==> src/pkg/laic_pkg.sv <==
// Overview of operation
// - Internal mode ends after exactly 2^n ticks
// - Command bit 5 picks internal or external
// - Command bits 1:0 give the resolution n
// - Ranges 1 and 2 halve the oscillator rate
// - Oscillator behaves alike in both timing modes
// - Single diode: one strobe per conversion after the first
// - Each strobe after the first ends and restarts integration
// - Difference mode: strobes step diode one, two
// - External cycle counter holds at most 65,536
// - External result reports accumulated cycle count
// - Output counts scale linearly, full span / 2^n
// - Range picks one of four span constants; the code only halves the oscillator rate for ranges 1 and 2
// - Width codes give 65,536/4,096/256/16 cycles
// - Diode select: one, two, difference, no-op
// - Control bits 3:2 select range 1 to 4
// - Cycle count readable only in external mode
package laic_pkg;

	// Register addresses
	localparam logic [7:0] ADDR_CONV_COMMAND = 8'h00;
	localparam logic [7:0] ADDR_CONTROL      = 8'h01;
	localparam logic [7:0] ADDR_DATA_LO      = 8'h04;
	localparam logic [7:0] ADDR_DATA_HI      = 8'h05;
	localparam logic [7:0] ADDR_TIMER_LO     = 8'h06;
	localparam logic [7:0] ADDR_TIMER_HI     = 8'h07;

	// Field positions
	localparam int CMD_TIMING_BIT = 5;
	localparam int CMD_DIODE_HI   = 3;
	localparam int CMD_DIODE_LO   = 2;
	localparam int CMD_WIDTH_HI   = 1;
	localparam int CMD_WIDTH_LO   = 0;
	localparam int CTL_RANGE_HI   = 3;
	localparam int CTL_RANGE_LO   = 2;

	// Reset values
	localparam logic [7:0] CMD_RESET = 8'h00;
	localparam logic [7:0] CTL_RESET = 8'h00;

	// Diode select codes
	localparam logic [1:0] DIODE_ONE_ONLY            = 2'h0;
	localparam logic [1:0] DIODE_TWO_ONLY            = 2'h1;
	localparam logic [1:0] DIODE_DIFFERENCE_SEQUENCE = 2'h2;
	localparam logic [1:0] DIODE_NOP                 = 2'h3;

	// Range codes; the two lowest run the oscillator at half rate
	localparam logic [1:0] RANGE_THREE = 2'h2;

	// Cycle counts per width code
	localparam logic [16:0] CYC_W0  = 17'h10000;
	localparam logic [16:0] CYC_W1  = 17'h01000;
	localparam logic [16:0] CYC_W2  = 17'h00100;
	localparam logic [16:0] CYC_W3  = 17'h00010;
	localparam logic [16:0] CNT_MAX = 17'h10000;

	// Integration states
	typedef enum logic [2:0] {
		ST_IDLE = 3'h1,
		ST_RUN1 = 3'h2,
		ST_RUN2 = 3'h4
	} laic_state_e;

	// Width code to cycle count
	function automatic logic [16:0] laic_cycles(input logic [1:0] code);
		logic [16:0] c;
		c = CYC_W0;
		case (code)
			2'h1: c = CYC_W1;
			2'h2: c = CYC_W2;
			2'h3: c = CYC_W3;
			default: c = CYC_W0;
		endcase
		return c;
	endfunction

endpackage

==> src/hdl/laic_integration_timing.sv <==
`timescale 1ns/1ps
module laic_integration_timing (
	// Clock and reset
	input  wire logic       clk_sys,
	input  wire logic       rst_n,
	// Register port from the serial slave
	input  wire logic       regWrEn,
	input  wire logic       regRdEn,
	input  wire logic [7:0] regAddr,
	input  wire logic [7:0] regWrData,
	output logic      [7:0] regRdData,
	output logic            regRdValid,
	// Sync strobe written by the host
	input  wire logic       syncPulse,
	// Analog side pins
	input  wire logic       oscIn,
	input  wire logic       chargeIn,
	// Status and mux control
	output logic            oscHalfRate,
	output logic            diodeTwoSel,
	output logic            integrating,
	output logic            resultStrobe,
	output logic      [15:0] sensorData,
	output logic      [15:0] cycleCount
);

	typedef struct packed {
		laic_pkg::laic_state_e state;
		logic [7:0]            cmd;
		logic [7:0]            ctl;
		logic [16:0]           cycCnt;
		logic [16:0]           accum;
		logic [16:0]           d1Save;
		logic [15:0]           dataOut;
		logic [15:0]           timer;
		logic [7:0]            rdData;
		logic                  rdValid;
		logic                  result;
		logic                  diodeTwo;
		logic                  running;
		logic                  oscHalf;
		logic                  chg1;
		logic                  chg2;
	} laic_state_s;

	laic_state_s st_r;
	laic_state_s st_nxt;
	logic        tick;

	// Oscillator edge ticks, rate set by the range bits
	laic_osc_tick u_tick (
		.clk_sys  (clk_sys),
		.rst_n    (rst_n),
		.oscIn    (oscIn),
		.halfRate (st_r.oscHalf),
		.tick     (tick)
	);

	// Decoded command and control fields
	logic        extMode;
	logic [1:0]  diodeSel;
	logic [1:0]  rangeSel;
	logic [16:0] target;
	logic        isNop;
	assign extMode  = st_r.cmd[laic_pkg::CMD_TIMING_BIT];
	assign diodeSel = st_r.cmd[laic_pkg::CMD_DIODE_HI:laic_pkg::CMD_DIODE_LO];
	assign rangeSel = st_r.ctl[laic_pkg::CTL_RANGE_HI:laic_pkg::CTL_RANGE_LO];
	assign target   = laic_pkg::laic_cycles(
		st_r.cmd[laic_pkg::CMD_WIDTH_HI:laic_pkg::CMD_WIDTH_LO]);
	assign isNop    = (diodeSel == laic_pkg::DIODE_NOP);

	// Next state of the whole block
	always_comb begin
		logic [16:0] cntNext;
		logic [16:0] accNext;
		logic [16:0] diff;
		logic        finish;
		cntNext = '0;
		accNext = '0;
		diff    = '0;
		finish  = 1'b0;
		st_nxt         = st_r;
		st_nxt.rdValid = 1'b0;
		st_nxt.result  = 1'b0;
		// Charge bit comes from the analog side, two flops first
		st_nxt.chg1    = chargeIn;
		st_nxt.chg2    = st_r.chg1;
		// Range only retunes the oscillator, so it may change any time
		st_nxt.oscHalf = (rangeSel < laic_pkg::RANGE_THREE);

		// Tick and charge accumulation; counter saturates rather than wraps
		cntNext = st_r.cycCnt;
		if (tick && st_r.cycCnt != laic_pkg::CNT_MAX) begin
			cntNext = st_r.cycCnt + 17'h00001;
		end
		accNext = st_r.accum + {16'h0000, tick && st_r.chg2};

		// Conversion engine
		case (st_r.state)
			laic_pkg::ST_IDLE: begin
				if (!isNop && (!extMode || syncPulse)) begin
					st_nxt.state    = laic_pkg::ST_RUN1;
					st_nxt.diodeTwo = (diodeSel == laic_pkg::DIODE_TWO_ONLY);
					st_nxt.cycCnt   = '0;
					st_nxt.accum    = '0;
				end
			end
			laic_pkg::ST_RUN1, laic_pkg::ST_RUN2: begin
				st_nxt.cycCnt = cntNext;
				st_nxt.accum  = accNext;
				if (extMode) begin
					finish = syncPulse;
				end else begin
					finish = tick && (st_r.cycCnt == target - 17'h00001);
				end
				if (finish) begin
					st_nxt.cycCnt = '0;
					st_nxt.accum  = '0;
					if (st_r.state == laic_pkg::ST_RUN1 &&
						diodeSel == laic_pkg::DIODE_DIFFERENCE_SEQUENCE) begin
						st_nxt.d1Save   = accNext;
						st_nxt.state    = laic_pkg::ST_RUN2;
						st_nxt.diodeTwo = 1'b1;
					end else begin
						diff = st_r.d1Save - accNext;
						if (st_r.state == laic_pkg::ST_RUN2) begin
							st_nxt.dataOut = diff[15:0];
						end else begin
							st_nxt.dataOut = accNext[15:0];
						end
						st_nxt.timer    = cntNext[15:0];
						st_nxt.result   = 1'b1;
						st_nxt.state    = laic_pkg::ST_RUN1;
						st_nxt.diodeTwo = (diodeSel == laic_pkg::DIODE_TWO_ONLY);
					end
				end
			end
			default: begin
				st_nxt.state = laic_pkg::ST_IDLE;
			end
		endcase

		// Register writes; a new command restarts conversion cleanly
		if (regWrEn) begin
			if (regAddr == laic_pkg::ADDR_CONV_COMMAND) begin
				st_nxt.cmd      = regWrData;
				st_nxt.state    = laic_pkg::ST_IDLE;
				st_nxt.cycCnt   = '0;
				st_nxt.accum    = '0;
				st_nxt.diodeTwo = 1'b0;
				st_nxt.result   = 1'b0;
			end else if (regAddr == laic_pkg::ADDR_CONTROL) begin
				st_nxt.ctl = regWrData;
			end
		end

		// Register reads, answered one cycle later
		if (regRdEn) begin
			st_nxt.rdValid = 1'b1;
			if (regAddr == laic_pkg::ADDR_CONV_COMMAND) begin
				st_nxt.rdData = st_r.cmd;
			end else if (regAddr == laic_pkg::ADDR_CONTROL) begin
				st_nxt.rdData = st_r.ctl;
			end else if (regAddr == laic_pkg::ADDR_DATA_LO) begin
				st_nxt.rdData = st_r.dataOut[7:0];
			end else if (regAddr == laic_pkg::ADDR_DATA_HI) begin
				st_nxt.rdData = st_r.dataOut[15:8];
			end else if (regAddr == laic_pkg::ADDR_TIMER_LO) begin
				st_nxt.rdData = extMode ? st_r.timer[7:0] : 8'h00;
			end else if (regAddr == laic_pkg::ADDR_TIMER_HI) begin
				st_nxt.rdData = extMode ? st_r.timer[15:8] : 8'h00;
			end else begin
				st_nxt.rdData = 8'h00;
			end
		end

		st_nxt.running = (st_nxt.state != laic_pkg::ST_IDLE);
	end

	// State register
	always_ff @(posedge clk_sys or negedge rst_n) begin
		if (!rst_n) begin
			st_r       <= '0;
			st_r.state <= laic_pkg::ST_IDLE;
			st_r.cmd   <= laic_pkg::CMD_RESET;
			st_r.ctl   <= laic_pkg::CTL_RESET;
		end else begin
			st_r <= st_nxt;
		end
	end

	// Outputs straight from the state register
	assign regRdData    = st_r.rdData;
	assign regRdValid   = st_r.rdValid;
	assign oscHalfRate  = st_r.oscHalf;
	assign diodeTwoSel  = st_r.diodeTwo;
	assign integrating  = st_r.running;
	assign resultStrobe = st_r.result;
	assign sensorData   = st_r.dataOut;
	assign cycleCount   = st_r.timer;
endmodule

==> src/hdl/laic_osc_tick.sv <==
`timescale 1ns/1ps
module laic_osc_tick (
	// Clock and reset
	input  wire logic clk_sys,
	input  wire logic rst_n,
	// Oscillator pin and rate select
	input  wire logic oscIn,
	input  wire logic halfRate,
	// One-cycle tick per effective oscillator cycle
	output logic      tick
);

	typedef struct packed {
		logic sync1;
		logic sync2;
		logic prev;
		logic phase;
		logic tick;
	} laic_tick_s;

	laic_tick_s st_r;
	laic_tick_s st_nxt;

	// Synchronise, find rising edges, divide by two when slow
	always_comb begin
		st_nxt       = st_r;
		st_nxt.sync1 = oscIn;
		st_nxt.sync2 = st_r.sync1;
		st_nxt.prev  = st_r.sync2;
		st_nxt.tick  = 1'b0;
		if (st_r.sync2 && !st_r.prev) begin
			st_nxt.phase = !st_r.phase;
			st_nxt.tick  = !halfRate || st_r.phase;
		end
	end

	// Same divider in every timing mode
	always_ff @(posedge clk_sys or negedge rst_n) begin
		if (!rst_n) begin
			st_r <= '0;
		end else begin
			st_r <= st_nxt;
		end
	end

	assign tick = st_r.tick;

endmodule

==> config.mk <==
export PLATFORM = sky130hd
export DESIGN_NAME = laic_integration_timing
export DESIGN_NICKNAME = d
export VERILOG_FILES = /design/src/pkg/laic_pkg.sv /design/src/hdl/laic_integration_timing.sv /design/src/hdl/laic_osc_tick.sv
export SDC_FILE = /design/constraint.sdc
export NUM_CORES = 1
export LEC_CHECK = 0
export ABC_AREA = 1
export BUFFER_PORTS_ARGS = -buffer_cell sky130_fd_sc_hd__buf_2
export CAP_MARGIN = 20
export CELL_PAD_IN_SITES_DETAIL_PLACEMENT = 1
export CELL_PAD_IN_SITES_GLOBAL_PLACEMENT = 1
export CORE_MARGIN = 3
export CORE_UTILIZATION = 40
export DETAILED_ROUTE_END_ITERATION = 8
export MAX_ROUTING_LAYER = met4
export PLACE_DENSITY_LB_ADDON = 0.1
export SLEW_MARGIN = 20
export SYNTH_ARGS = -nofsm -noshare
export SYNTH_HDL_FRONTEND = slang
export SYNTH_SLANG_ARGS = --single-unit
==> constraint.sdc <==
create_clock -name clk_sys -period 2.85 [get_ports clk_sys]
set_input_delay 0.285 -clock clk_sys [delete_from_list [all_inputs] [get_ports clk_sys]]
set_output_delay 0.285 -clock clk_sys [all_outputs]
set_load 0.02 [all_outputs]
==> summary.txt <==
Status -> finished, final reports clean
Area Overhead vs Synth -> 21.9%
Initial DRC count -> 439
Synth Warn # -> 0
Hold crit path type -> in -> reg
Routed vias -> 7,380
Worst-Skew Late Latency -> 0.44 ns
Chip height -> 144 µm
DR DRC count -> 0
Worst EP arrival -> 3.20 ns
Design area -> 0.00932 mm²
Htree depth -> 4
Wire per inst -> 18.7 µm
Crit-path most repeated cell -> nand2_1
Drt first pass iters -> 5
Clock Skews -> 0.0126 ns
Final setup viols -> 0
Lkg Pwr -> 4.68 nW
Post-DP HPWL -> 18,900 µm
Crit-path cells -> nand2_1, inv_2, ha_4, ha_4, nand2_4, nor2_4, nand3_4, nor2_4, nand2_1, nand2_2, nand2_4, ha_4, nand2_4, nor2_1, inv_1, nor3_2, nand2_1, nand3_2, nand2_2, o21ai_1, nand2_1, nand2_1
Mean post-synth cell area -> 7.17 µm²
Final core occ -> 50.7%
Wirelength, routed -> 26,000 µm
P per Cell Area -> 621 mW/mm²
Initial core utilization -> 41.6%
DIE WIDTH -> 144 µm
Max clock buf depth -> 2
Syn nets -> 1,110
Initial antenna violation count -> 0
Post-synthesis register bit count -> 120
Fin crit share -> 99.4%
First-pass GRT wire length -> 40,600 µm
Async set-reset flop share out of synthesis -> 100%
Worst-margin pin slew -> 0.807 ns
Data required time at the worst endpoint -> 3.22 ns
Slowest CP cell -> dfrtp_1
Fmax -> 353 MHz
Total GRT Usage -> 26.0%
Fin. max-slew vios -> 0
CTS tree -> built
Seq/Total Area, Yosys -> 39.3%
Critical-path maximum fanout -> 5
IO Port Bufs -> 67
Floorplan row count -> 49
Crit path buffers/inverters -> 2
Largest net degree at the start of global routing -> 46
TritonCTS Buffers -> 17
Vias in the first global route -> 7,341
IO Pins -> 68
Crit Path Class -> reg -> reg
Post-Syn Area -> 0.00765 mm²
Crit end category -> register
DR vias/cell -> 5.32
Ant. Diodes -> 0
Crit path launch type -> register
Final Wtd Congestion -> 0.919
Clk slew on worst S/H paths -> 0.06 ns
Fin nets -> 1,190
Final setup TNS -> 0 ns
Clock sinks -> 120
Post-synth cell types -> 44
CTS root buf -> clkbuf_16
Layout cells sized above 1 -> 21.9%
Min Clock Period, post-route -> 2.83 ns
Unrepaired setup endpoints after global routing -> yes
Number of synthesized flops with an enable pin -> 0
Total chip power -> 5.79 mW
VDD IR max -> 0.000887 V
Setup WS post-layout -> 0.0159 ns
Placed inst area -> 0.00830 mm²
Primary FF master, synth -> dfrtp_1
ANT nets after route -> 0
Max stage delay on crit path -> 0.34 ns
Layout Cells excl Fill -> 1,388
Total core area -> 0.0184 mm²
Die area -> 0.0208 mm²
Maxcap violations -> 0
Cells after synthesis -> 1,066
Hold Slack -> 0.0634 ns
Slew headroom -> 46.1%
Grt total ovfl -> 0
Pre-CTS WS -> -0.175 ns
Crit-path leading delay family -> simple AND/OR/NAND/NOR gates
Final hold viol count -> 0
Placed Cells -> 1,350
## path summary, 6_finish.rpt
check,depth (start not counted),slack (ns),endpoint,from
setup / recovery,22,0.02,sensorData[13],u_tick.tick
max in group asynchronous,3,1.76,st_r[82],rst_n
hold reg to reg,0,0.36,u_tick.st_nxt[2],u_tick.st_nxt[3]
min in group asynchronous,2,0.35,st_r[49],rst_n
hold / removal,1,0.06,regRdValid,regRdEn
setup reg to reg,22,0.02,sensorData[13],u_tick.tick
## repair_timing
item | CTS | global route
resized for setup | 12 | 70
pin swaps | 3 | 23
hold buffers | 3 | 0
setup buffers | 0 | 3
endpoints found under the setup margin | 7 | 12
hold endpoints to repair | 31 | 0
## logic make-up after synthesis
group,after synthesis,synth area share [%]
AOI/OAI and AO/OA,138,9.69
xor gates and xnor gates,21,2.41
adders and majority gates,21,3.53
buffers and inverters,191,12.2
DFF,120,39.3
and+or+nand+nor,575,32.9
## cell type report
cell class,count,area (µm²)
fillers,2314,9070
clock buffers,18,439
inverters,109,409
clock inverters,14,139
well taps,229,287
flip-flops and latches,120,3000
multi-input cells,755,4100
repair buffers,143,941
## cell usage after synthesis, types with 3 or more instances
master | instances | area share, %
nand2_1 | 336 | 16
dfrtp_1 | 119 | 39
inv_1 | 106 | 5.2
nand3_1 | 79 | 5.2
nor2_1 | 75 | 3.7
o21ai_0 | 61 | 4.0
a21oi_1 | 60 | 3.9
nand4_1 | 51 | 4.2
buf_4 | 40 | 3.9
ha_1 | 20 | 3.3
xor2_1 | 18 | 2.1
buf_2 | 17 | 1.1
clkbuf_1 | 12 | 0.59
nor3_1 | 8 | 0.52
nand3b_1 | 7 | 0.69
and3_1 | 6 | 0.49
buf_6 | 6 | 0.88
buf_1 | 5 | 0.25
o21bai_1 | 5 | 0.49
o21ai_1 | 3 | 0.20
xnor2_1 | 3 | 0.34
## cells in the final DEF (no fill, tap or decap), types with 2 or more instances in the layout
master / n
nor3_2: 3
o21bai_1: 4
o21ai_1: 6
nor2_1: 67
xor2_1: 15
a21o_1: 2
o21ai_0: 57
inv_6: 5
inv_1: 102
xor2_2: 3
dfrtp_1: 119
a21oi_2: 7
nand2_2: 18
and3_1: 6
clkinv_4: 2
nand2_4: 5
nand3_1: 75
inv_8: 2
buf_2: 66
nor2_2: 7
xnor2_1: 3
nand4_1: 51
nor3_1: 6
nor2_4: 4
inv_2: 6
nand3_2: 4
nand3_4: 2
buf_4: 72
ha_4: 15
ha_1: 5
nand3b_1: 7
dlygate4sd3_1: 3
clkinv_2: 2
clkinvlp_4: 2
a21oi_1: 53
nand2_1: 316
clkbuf_16: 17
buf_12: 2
or2_2: 2
## sequential cells by signal, indices dropped and copies added (netlist names), 2 cells and up
name           flops
st_r              64
sensorData        16
regRdData          8
cycleCount        16
u_tick.st_r        2
u_tick.st_nxt      2
diodeSel           2
rangeSel           2
## power breakdown
group	switching, mW	internal [mW]
combinational	0.955	0.461
sequential	0.276	1.92
clock	0.930	1.25
total	2.16	3.62
## layer usage
metal  share of wire [%]  global-route usage [%]  vias up
met2                  45                    39.4      156
met5                   0                       -        -
met4                0.94                    5.55        0
met1                  49                    37.1     3613
li1                    -                       -     3583
met3                 4.7                    3.87       28
Note: power is estimated with default switching activity, not from simulation.
